### src/include/rtc_pkg.sv
// rtc_pkg: shared constants, register map and carrier types of the rtc calendar core
// assumes a byte-wide register port driven by the device's serial command engine
//
// Contract
// - battery ramp-up reset clears every time and calendar register to zero
// - bits fixed at zero in time, calendar and alarm registers ignore writes
// - writing a time or calendar register updates the running count at once
// - after a seconds write, no carry into higher counters for one second
// - a read command snapshots time registers; reads of them return the snapshot
// - all time and calendar counters hold and count in bcd
// - hour-format bit 6 set gives 12-hour mode, bit 5 is am/pm
// - hour-format bit clear counts 0 to 23, bits 5:4 as tens
// - weekday advances at midnight, one to seven, wrapping to one
// - february gets 29 days when year is 00 or divisible by four
// - the four alarm registers clear to zero at battery ramp-up
// - alarm seconds, minutes, hours compare bits 6:0 with time registers
// - fourth alarm low six bits compare weekday or date by day/date select
// - mask bits choose per-second, per-minute, hourly or daily alarms
// - all masks clear: weekly or monthly alarm by day/date select
// - an alarm match sets the clock-alarm flag in the status register
// - no clock alarms unless oscillator-run is set
// - clock-alarm flag sets only with clock-alarm enable and a match
// - control bit 1 halts the oscillator when 0, runs it when 1
// - any write to the status register clears all its flags; here an alarm set in the same cycle wins over the write
package rtc_pkg;
  localparam int ADDR_W = 9;
  localparam logic [ADDR_W-1:0] ADDR_SECONDS = 9'h129;
  localparam logic [ADDR_W-1:0] ADDR_MINUTES = 9'h12a;
  localparam logic [ADDR_W-1:0] ADDR_HOURS = 9'h12b;
  localparam logic [ADDR_W-1:0] ADDR_WEEKDAY = 9'h12c;
  localparam logic [ADDR_W-1:0] ADDR_DATE = 9'h12d;
  localparam logic [ADDR_W-1:0] ADDR_MONTH = 9'h12e;
  localparam logic [ADDR_W-1:0] ADDR_YEAR = 9'h12f;
  localparam logic [ADDR_W-1:0] ADDR_ALARM_SECONDS = 9'h130;
  localparam logic [ADDR_W-1:0] ADDR_ALARM_MINUTES = 9'h131;
  localparam logic [ADDR_W-1:0] ADDR_ALARM_HOURS = 9'h132;
  localparam logic [ADDR_W-1:0] ADDR_ALARM_DAY = 9'h133;
  localparam logic [ADDR_W-1:0] ADDR_CONTROL = 9'h134;
  localparam logic [ADDR_W-1:0] ADDR_STATUS = 9'h135;
  // writable bits; the rest are fixed at zero
  localparam logic [7:0] MASK_SECONDS = 8'h7f;
  localparam logic [7:0] MASK_MINUTES = 8'h7f;
  localparam logic [7:0] MASK_HOURS = 8'h7f;
  localparam logic [7:0] MASK_WEEKDAY = 8'h07;
  localparam logic [7:0] MASK_DATE = 8'h3f;
  localparam logic [7:0] MASK_MONTH = 8'h1f;
  localparam logic [7:0] MASK_YEAR = 8'hff;
  localparam logic [7:0] MASK_ALARM = 8'hff;
  localparam logic [7:0] MASK_CONTROL = 8'h7f;
  localparam logic [7:0] COMPARE_LOW7 = 8'h7f;
  localparam logic [7:0] COMPARE_LOW6 = 8'h3f;
  localparam logic [7:0] RESET_BYTE = 8'h00;
  // field positions
  localparam int BIT_MASK = 7;
  localparam int BIT_DAY_DATE_SELECT = 6;
  localparam int BIT_HOUR_12 = 6;
  localparam int BIT_PM = 5;
  localparam int BIT_CLOCK_ALARM_ENABLE = 0;
  localparam int BIT_OSCILLATOR_RUN = 1;
  localparam int BIT_CLOCK_ALARM_FLAG = 2;
  // timing
  localparam longint CLOCK_HZ = 100_000_000;
  localparam longint OSC_HZ = 32_768;
  localparam int OSC_DIV_DEFAULT = int'(CLOCK_HZ / OSC_HZ);
  localparam int OSC_PER_SECOND_DEFAULT = 32_768;

  typedef struct packed {
    logic [7:0] seconds;
    logic [7:0] minutes;
    logic [7:0] hours;
    logic [7:0] weekday;
    logic [7:0] date;
    logic [7:0] month;
    logic [7:0] year;
  } rtc_time_t;

  typedef struct packed {
    logic [ADDR_W-1:0] addr;
    logic write;
    logic read;
    logic [7:0] wdata;
  } reg_req_t;
endpackage

### src/core/rtc_calendar_alarm.sv
// rtc_calendar_alarm: bcd clock, calendar and maskable alarm with byte register port
// assumes the serial engine presents one register access per cycle and pulses
// read_command once when a serial read command arrives
`timescale 1ns/1ps
module rtc_calendar_alarm #(
  parameter int OSC_DIV = rtc_pkg::OSC_DIV_DEFAULT,
  parameter int OSC_PER_SECOND = rtc_pkg::OSC_PER_SECOND_DEFAULT
) (
  input wire logic clock,
  input wire logic rstn,
  input wire rtc_pkg::reg_req_t reg_req,
  input wire logic read_command,
  output logic [7:0] reg_rdata,
  output logic clock_alarm_flag,
  output logic oscillator_running
);
  import rtc_pkg::*;

  if (OSC_DIV < 2 || OSC_PER_SECOND < 2) begin : g_check
    $error("rtc_calendar_alarm: dividers must be at least 2");
  end

  localparam int DIV_W = $clog2(OSC_DIV);
  localparam int SEC_W = $clog2(OSC_PER_SECOND);
  localparam logic [DIV_W-1:0] DIV_LAST = DIV_W'(OSC_DIV - 1);
  localparam logic [SEC_W-1:0] SEC_LAST = SEC_W'(OSC_PER_SECOND - 1);

  // ----------------------------------------
  // bcd helpers
  // ----------------------------------------
  function automatic logic [7:0] bcd_step(input logic [7:0] v, input logic [7:0] last,
                                          input logic [7:0] first);
    logic [7:0] r;
    r = v + 8'h01;
    if (v == last) begin
      r = first;
    end else if (v[3:0] == 4'h9) begin
      r = {v[7:4] + 4'h1, 4'h0};
    end
    return r;
  endfunction

  function automatic logic leap_year(input logic [7:0] y);
    // tens even: units 0,4,8; tens odd: units 2,6; year 00 counts as leap
    logic l;
    l = y[4] ? (y[3:0] == 4'h2 || y[3:0] == 4'h6)
             : (y[3:0] == 4'h0 || y[3:0] == 4'h4 || y[3:0] == 4'h8);
    return l;
  endfunction

  function automatic logic [7:0] last_date(input logic [7:0] m, input logic [7:0] y);
    logic [7:0] d;
    case (m)
      8'h02: d = leap_year(y) ? 8'h29 : 8'h28;
      8'h04, 8'h06, 8'h09, 8'h11: d = 8'h30;
      default: d = 8'h31;
    endcase
    return d;
  endfunction

  function automatic logic [7:0] masked(input logic [7:0] v, input logic [7:0] m);
    return v & m;
  endfunction

  // ----------------------------------------
  // reset synchroniser
  // ----------------------------------------
  logic rst_meta;
  logic rst_sync_n;

  always_ff @(posedge clock or negedge rstn) begin
    if (!rstn) begin
      rst_meta <= 1'b0;
      rst_sync_n <= 1'b0;
    end else begin
      rst_meta <= 1'b1;
      rst_sync_n <= rst_meta;
    end
  end

  // ----------------------------------------
  // register state
  // ----------------------------------------
  rtc_time_t live;
  rtc_time_t shadow;
  rtc_time_t next_time;
  logic [7:0] alarm_seconds_match;
  logic [7:0] alarm_minutes_match;
  logic [7:0] alarm_hours_match;
  logic [7:0] alarm_day_or_date_match;
  logic [7:0] control;
  logic oscillator_run;
  logic clock_alarm_enable;
  logic [DIV_W-1:0] osc_count;
  logic [SEC_W-1:0] sub_second;
  logic osc_tick;
  logic second_tick;
  logic tick_done;
  logic alarm_hit;
  logic seconds_written;

  assign oscillator_run = control[BIT_OSCILLATOR_RUN];
  assign clock_alarm_enable = control[BIT_CLOCK_ALARM_ENABLE];
  assign seconds_written = reg_req.write && reg_req.addr == ADDR_SECONDS;

  // ----------------------------------------
  // time base
  // ----------------------------------------
  // the 32 khz rate is an enable from the system clock; halted oscillator freezes it
  always_ff @(posedge clock or negedge rst_sync_n) begin
    if (!rst_sync_n) begin
      osc_count <= '0;
      osc_tick <= 1'b0;
    end else begin
      osc_tick <= 1'b0;
      if (oscillator_run) begin
        if (osc_count == DIV_LAST) begin
          osc_count <= '0;
          osc_tick <= 1'b1;
        end else begin
          osc_count <= osc_count + DIV_W'(1);
        end
      end
    end
  end

  // a seconds write restarts the sub-second count, so the next carry is a full second away
  always_ff @(posedge clock or negedge rst_sync_n) begin
    if (!rst_sync_n) begin
      sub_second <= '0;
      second_tick <= 1'b0;
    end else begin
      second_tick <= 1'b0;
      if (seconds_written) begin
        sub_second <= '0;
      end else if (osc_tick) begin
        if (sub_second == SEC_LAST) begin
          sub_second <= '0;
          second_tick <= 1'b1;
        end else begin
          sub_second <= sub_second + SEC_W'(1);
        end
      end
    end
  end

  // ----------------------------------------
  // calendar advance
  // ----------------------------------------
  always_comb begin
    logic carry;
    logic [4:0] h12;
    logic [7:0] h24;
    logic [7:0] h12_step;
    logic [7:0] h24_step;
    next_time = live;
    carry = 1'b0;
    h12 = live.hours[4:0];
    h24 = {2'b00, live.hours[5:0]};
    h12_step = bcd_step({3'b000, h12}, 8'h12, 8'h01);
    h24_step = bcd_step(h24, 8'h23, 8'h00);
    next_time.seconds = bcd_step(live.seconds, 8'h59, 8'h00);
    if (live.seconds == 8'h59) begin
      next_time.minutes = bcd_step(live.minutes, 8'h59, 8'h00);
      if (live.minutes == 8'h59) begin
        if (live.hours[BIT_HOUR_12]) begin
          next_time.hours[4:0] = (h12 == 5'h12) ? 5'h01 : h12_step[4:0];
          if (h12 == 5'h11) begin
            next_time.hours[BIT_PM] = ~live.hours[BIT_PM];
            carry = live.hours[BIT_PM];
          end
        end else begin
          next_time.hours[5:0] = h24_step[5:0];
          carry = (h24 == 8'h23);
        end
      end
    end
    if (carry) begin
      next_time.weekday = bcd_step(live.weekday, 8'h07, 8'h01);
      next_time.date = bcd_step(live.date, last_date(live.month, live.year), 8'h01);
      if (live.date == last_date(live.month, live.year)) begin
        next_time.month = bcd_step(live.month, 8'h12, 8'h01);
        if (live.month == 8'h12) begin
          next_time.year = bcd_step(live.year, 8'h99, 8'h00);
        end
      end
    end
  end

  // ----------------------------------------
  // time and calendar registers
  // ----------------------------------------
  always_ff @(posedge clock or negedge rst_sync_n) begin
    if (!rst_sync_n) begin
      live <= '0;
    end else if (reg_req.write) begin
      // a write lands immediately and takes precedence over a same-cycle tick
      case (reg_req.addr)
        ADDR_SECONDS: live.seconds <= masked(reg_req.wdata, MASK_SECONDS);
        ADDR_MINUTES: live.minutes <= masked(reg_req.wdata, MASK_MINUTES);
        ADDR_HOURS: live.hours <= masked(reg_req.wdata, MASK_HOURS);
        ADDR_WEEKDAY: live.weekday <= masked(reg_req.wdata, MASK_WEEKDAY);
        ADDR_DATE: live.date <= masked(reg_req.wdata, MASK_DATE);
        ADDR_MONTH: live.month <= masked(reg_req.wdata, MASK_MONTH);
        ADDR_YEAR: live.year <= masked(reg_req.wdata, MASK_YEAR);
        default: begin
          if (second_tick) begin
            live <= next_time;
          end
        end
      endcase
    end else if (second_tick) begin
      live <= next_time;
    end
  end

  always_ff @(posedge clock or negedge rst_sync_n) begin
    if (!rst_sync_n) begin
      shadow <= '0;
    end else if (read_command) begin
      shadow <= live;
    end
  end

  // ----------------------------------------
  // alarm and control registers
  // ----------------------------------------
  always_ff @(posedge clock or negedge rst_sync_n) begin
    if (!rst_sync_n) begin
      alarm_seconds_match <= RESET_BYTE;
      alarm_minutes_match <= RESET_BYTE;
      alarm_hours_match <= RESET_BYTE;
      alarm_day_or_date_match <= RESET_BYTE;
      control <= RESET_BYTE;
    end else if (reg_req.write) begin
      case (reg_req.addr)
        ADDR_ALARM_SECONDS: alarm_seconds_match <= masked(reg_req.wdata, MASK_ALARM);
        ADDR_ALARM_MINUTES: alarm_minutes_match <= masked(reg_req.wdata, MASK_ALARM);
        ADDR_ALARM_HOURS: alarm_hours_match <= masked(reg_req.wdata, MASK_ALARM);
        ADDR_ALARM_DAY: alarm_day_or_date_match <= masked(reg_req.wdata, MASK_ALARM);
        ADDR_CONTROL: control <= masked(reg_req.wdata, MASK_CONTROL);
        default: control <= control;
      endcase
    end
  end

  // ----------------------------------------
  // alarm compare
  // ----------------------------------------
  always_comb begin
    logic sec_ok;
    logic min_ok;
    logic hr_ok;
    logic day_ok;
    logic [7:0] day_src;
    sec_ok = masked(alarm_seconds_match ^ live.seconds, COMPARE_LOW7) == 8'h00;
    min_ok = masked(alarm_minutes_match ^ live.minutes, COMPARE_LOW7) == 8'h00;
    hr_ok = masked(alarm_hours_match ^ live.hours, COMPARE_LOW7) == 8'h00;
    day_src = alarm_day_or_date_match[BIT_DAY_DATE_SELECT] ? live.weekday : live.date;
    day_ok = masked(alarm_day_or_date_match ^ day_src, COMPARE_LOW6) == 8'h00;
    // from seconds upward, each clear mask before the first set one adds one more field that must match
    alarm_hit = alarm_seconds_match[BIT_MASK] ||
                (sec_ok && (alarm_minutes_match[BIT_MASK] ||
                (min_ok && (alarm_hours_match[BIT_MASK] ||
                (hr_ok && (alarm_day_or_date_match[BIT_MASK] || day_ok))))));
  end

  // compare one cycle after the count settles, so the new second is seen
  always_ff @(posedge clock or negedge rst_sync_n) begin
    if (!rst_sync_n) begin
      tick_done <= 1'b0;
    end else begin
      tick_done <= second_tick;
    end
  end

  // set wins over a same-cycle clear so a match is never lost
  always_ff @(posedge clock or negedge rst_sync_n) begin
    if (!rst_sync_n) begin
      clock_alarm_flag <= 1'b0;
    end else if (tick_done && alarm_hit && clock_alarm_enable && oscillator_run) begin
      clock_alarm_flag <= 1'b1;
    end else if (reg_req.write && reg_req.addr == ADDR_STATUS) begin
      clock_alarm_flag <= 1'b0;
    end
  end

  always_ff @(posedge clock or negedge rst_sync_n) begin
    if (!rst_sync_n) begin
      oscillator_running <= 1'b0;
    end else begin
      oscillator_running <= oscillator_run;
    end
  end

  // ----------------------------------------
  // read port
  // ----------------------------------------
  always_ff @(posedge clock or negedge rst_sync_n) begin
    if (!rst_sync_n) begin
      reg_rdata <= RESET_BYTE;
    end else if (reg_req.read) begin
      case (reg_req.addr)
        ADDR_SECONDS: reg_rdata <= shadow.seconds;
        ADDR_MINUTES: reg_rdata <= shadow.minutes;
        ADDR_HOURS: reg_rdata <= shadow.hours;
        ADDR_WEEKDAY: reg_rdata <= shadow.weekday;
        ADDR_DATE: reg_rdata <= shadow.date;
        ADDR_MONTH: reg_rdata <= shadow.month;
        ADDR_YEAR: reg_rdata <= shadow.year;
        ADDR_ALARM_SECONDS: reg_rdata <= alarm_seconds_match;
        ADDR_ALARM_MINUTES: reg_rdata <= alarm_minutes_match;
        ADDR_ALARM_HOURS: reg_rdata <= alarm_hours_match;
        ADDR_ALARM_DAY: reg_rdata <= alarm_day_or_date_match;
        ADDR_CONTROL: reg_rdata <= control;
        ADDR_STATUS: reg_rdata <= 8'(clock_alarm_flag) << BIT_CLOCK_ALARM_FLAG;
        default: reg_rdata <= RESET_BYTE;
      endcase
    end
  end
endmodule

### config.mk
export PLATFORM = sky130hd
export DESIGN_NAME = rtc_calendar_alarm
export DESIGN_NICKNAME = d
export VERILOG_FILES = /design/src/include/rtc_pkg.sv /design/src/core/rtc_calendar_alarm.sv
export SDC_FILE = /design/constraint.sdc
export NUM_CORES = 1
export LEC_CHECK = 0
export BUFFER_PORTS_ARGS = -buffer_cell sky130_fd_sc_hd__buf_2
export CORE_MARGIN = 3
export CORE_UTILIZATION = 30
export CTS_CLUSTER_SIZE = 28
export DETAILED_ROUTE_END_ITERATION = 10
export PLACE_DENSITY = 0.48
export SYNTH_ARGS = -nofsm -noshare
export SYNTH_HDL_FRONTEND = slang
export SYNTH_SLANG_ARGS = --single-unit
### constraint.sdc
create_clock -name clock -period 8.2 [get_ports clock]
set_input_delay 2.46 -clock clock [delete_from_list [all_inputs] [get_ports clock]]
set_output_delay 2.46 -clock clock [all_outputs]
set_load 0.01 [all_outputs]
==> run metrics <==
status completed; nets@finish 1192; distinct cell type count after synthesis 74; GP Congestion 0.8771; Layout area overhead 10.34%; initial antenna violation count 1; crit path launch type primary input; grt met3 use 3.131%; final WL 34.02 mm; PostCTS Resize Cnt 0; Max FO, Critical Path 12; # setup viols final 0; Final TNS setup 0 ns; Synth Instances 1153; register area share after synthesis 43.20%; most crowded layer after global routing met2; Slew @ Worst Pin 1.181 ns; Pwr Density 174.0 nW/um2; Port Buffer Count 31; cts hold-fix bufs 0; Main synth FF type dfrtp_1; met2 GRT Util 27.57%; row cnt 69; met1 Use GR 24.72%; fmax 204.9 MHz; layout cells sized above 1 16.70%; clock latency on the worst-skew pair 0.45 ns; CP endpoint kind flip-flop; synth top area cells dfrtp_1, mux2_2, nor2_1; vias in the first global route 8677; Synth Register Bits 191; CTS tree yes; sequential cell area 4783 um2; # diodes 0; Finished Core Util 33.99%; multi-input logic area 5939 um2; antenna-violating nets left 0; Core ar. 35910 um2; Slew Limit Fails 0; max_slew headroom 21.14%; GR Util All Layers 17.64%; Synth Net Count 1200; crit path time final 4.879 ns; Critical Setup Path Class primary input to flip-flop; Die ar. 39220 um2; grt ovf 0; DRT Pass-1 Iters 5; P_leak 0.005105 uW; Avg WL per Cell 21.04 um; Warnings, synthesis 0; largest net degree at the start of global routing 75; hold violation total from the final report 0; Iteration-0 DRC Markers 732; DRC viols 0; final setup skew 0.01583 ns; Fillers 3721; Setup Buffers After CTS 0; dpl hpwl 23.57 mm; synthesized area 11060 um2; clock buffer depth 2; CTS root buf clkbuf_16; top cell type's share of synthesized area 43.20%; crit share post-route 59.50%; Peak VDD IR 0.1436 mV; Die Wd 198.0 um; total power 2123 uW; Async S/R FF share, synth 100.0%; Num CTS Buffers 17; clock transition at the registers of the reported paths 0.07 ns; count leader, synth dfrtp_1; largest area contributor in the netlist dfrtp_1; critical path required time 8.57 ns; number of flops mapped to enable cells by yosys 0; die height 198.0 um; most frequent cells after synthesis dfrtp_1, mux2_2, nor2_1; hold slack 0.3461 ns; CP arrival 5.24 ns; sinks on the clock net 191; average size of a mapped cell 9.595 um2; routed via count 8879; Worst Hold Class flip-flop to asynchronous set/reset pin; Via density 5.491; IO Pins 32; first-pass GRT wire length 53.24 mm; Initial Utilization 30.80%; RSZ-0062 raised after global routing false; max_cap viols 0; CTS HTree Levels 4
-- path summary, 6_finish.rpt --
| kind | startpoint | to | cells after the start | slack (ns) |
|---|---|---|---|---|
| max | reg_req[16] | live[12]$_DFFE_PN0P_ | 8 | 3.32 |
| min | rst_sync_n$_DFF_PN0_ | sub_second[8]$_DFFE_PN0P_ | 0 | 0.35 |
| max reg2reg | live[40]$_DFFE_PN0P_ | live[14]$_DFFE_PN0P_ | 8 | 4.42 |
| min reg2reg | rst_sync_n$_DFF_PN0_ | sub_second[8]$_DFFE_PN0P_ | 0 | 0.35 |
| max in group asynchronous | rstn | rst_sync_n$_DFF_PN0_ | 1 | 6.28 |
| min in group clock | rst_meta$_DFF_PN0_ | rst_sync_n$_DFF_PN0_ | 0 | 0.37 |
-- critical path: stages --
cell and delay, ns:
buf_2 0.10, nand4bb_1 0.44, or3_1 0.75, a211oi_2 0.54, nor2_1 0.33, and2_1 0.25, and3_1 0.18, nor3_1 0.18
-- layout make-up --
type | instances | area share [%]
clock buffers | 22 | 3.967
clock inverters | 8 | 0.8713
inverters | 23 | 0.7073
multi-input cells | 871 | 48.66
flip-flops and latches | 191 | 39.19
well taps | 461 | 4.725
repair buffers | 41 | 1.886
-- layout by cell type (no fill, tap or decap), types with 7 or more instances in the layout --
cell type	instances
or3_1	7
a22oi_1	9
nor3_1	37
buf_2	31
nand2_1	95
nor4_1	13
o21ai_0	69
dfrtp_1	190
o31ai_1	8
nand4_1	19
nand3b_1	8
clkbuf_16	17
nor2_1	101
xnor2_1	25
mux2_2	103
o22ai_1	14
nor2b_1	10
a211oi_1	11
buf_4	10
inv_1	23
a31oi_1	13
nand2b_1	13
a21oi_1	75
xor2_1	23
mux2i_1	27
nand3_1	40
ha_1	25
and3_1	19
-- layer usage --
layer	share of wire, %	routed length (um)
met5	0.038	13
met4	2.7	932
met3	3.7	1264
met2	46	15490
met1	48	16330
-- flip-flops by register name, indices dropped and copies added, names as in the netlist --
| register | flops |
|---|---|
| second_tick | 1 |
| osc_count | 12 |
| tick_done | 1 |
| sub_second | 15 |
| alarm_minutes_match | 8 |
| live | 55 |
| osc_tick | 1 |
| clock_alarm_flag | 1 |
| alarm_seconds_match | 8 |
| control | 7 |
| rst_sync_n | 1 |
| oscillator_running | 1 |
| rst_meta | 1 |
| alarm_day_or_date_match | 8 |
| reg_rdata | 8 |
| alarm_hours_match | 8 |
| shadow | 55 |
-- cell families after synthesis --
| family | Yosys count | share of synthesized area (%) |
|---|---|---|
| xor gates and xnor gates | 48 | 3.800 |
| and+or+nand+nor | 403 | 18.36 |
| other | 1 | 0.03390 |
| buffers and inverters | 91 | 3.155 |
| AOI/OAI and AO/OA | 258 | 14.48 |
| DFF | 191 | 43.20 |
| muxes | 136 | 14.15 |
| adders and majority gates | 25 | 2.827 |
-- power by group --
| part | internal (uW) | switching, uW | total, uW |
|---|---|---|---|
| Combinational | 88.7 | 124 | 213 |
| Sequential | 983 | 61.6 | 1040 |
| Clock | 480 | 385 | 866 |
| Total | 1550 | 571 | 2120 |
-- per-stage QoR --
| step | instances | setup slack [ns] | cell area [um2] |
|---|---|---|---|
| floorplan | 1153 | 2.484 | 11060 |
| global placement | 1587 | 2.995 | 11620 |
| detailed placement | 1587 | 2.922 | 11620 |
| CTS | 1617 | 3.391 | 12210 |
| global route | 1617 | 3.200 | 12210 |
| finish | 1617 | 3.321 | 12210 |
Note: power is estimated with default switching activity, not from simulation.
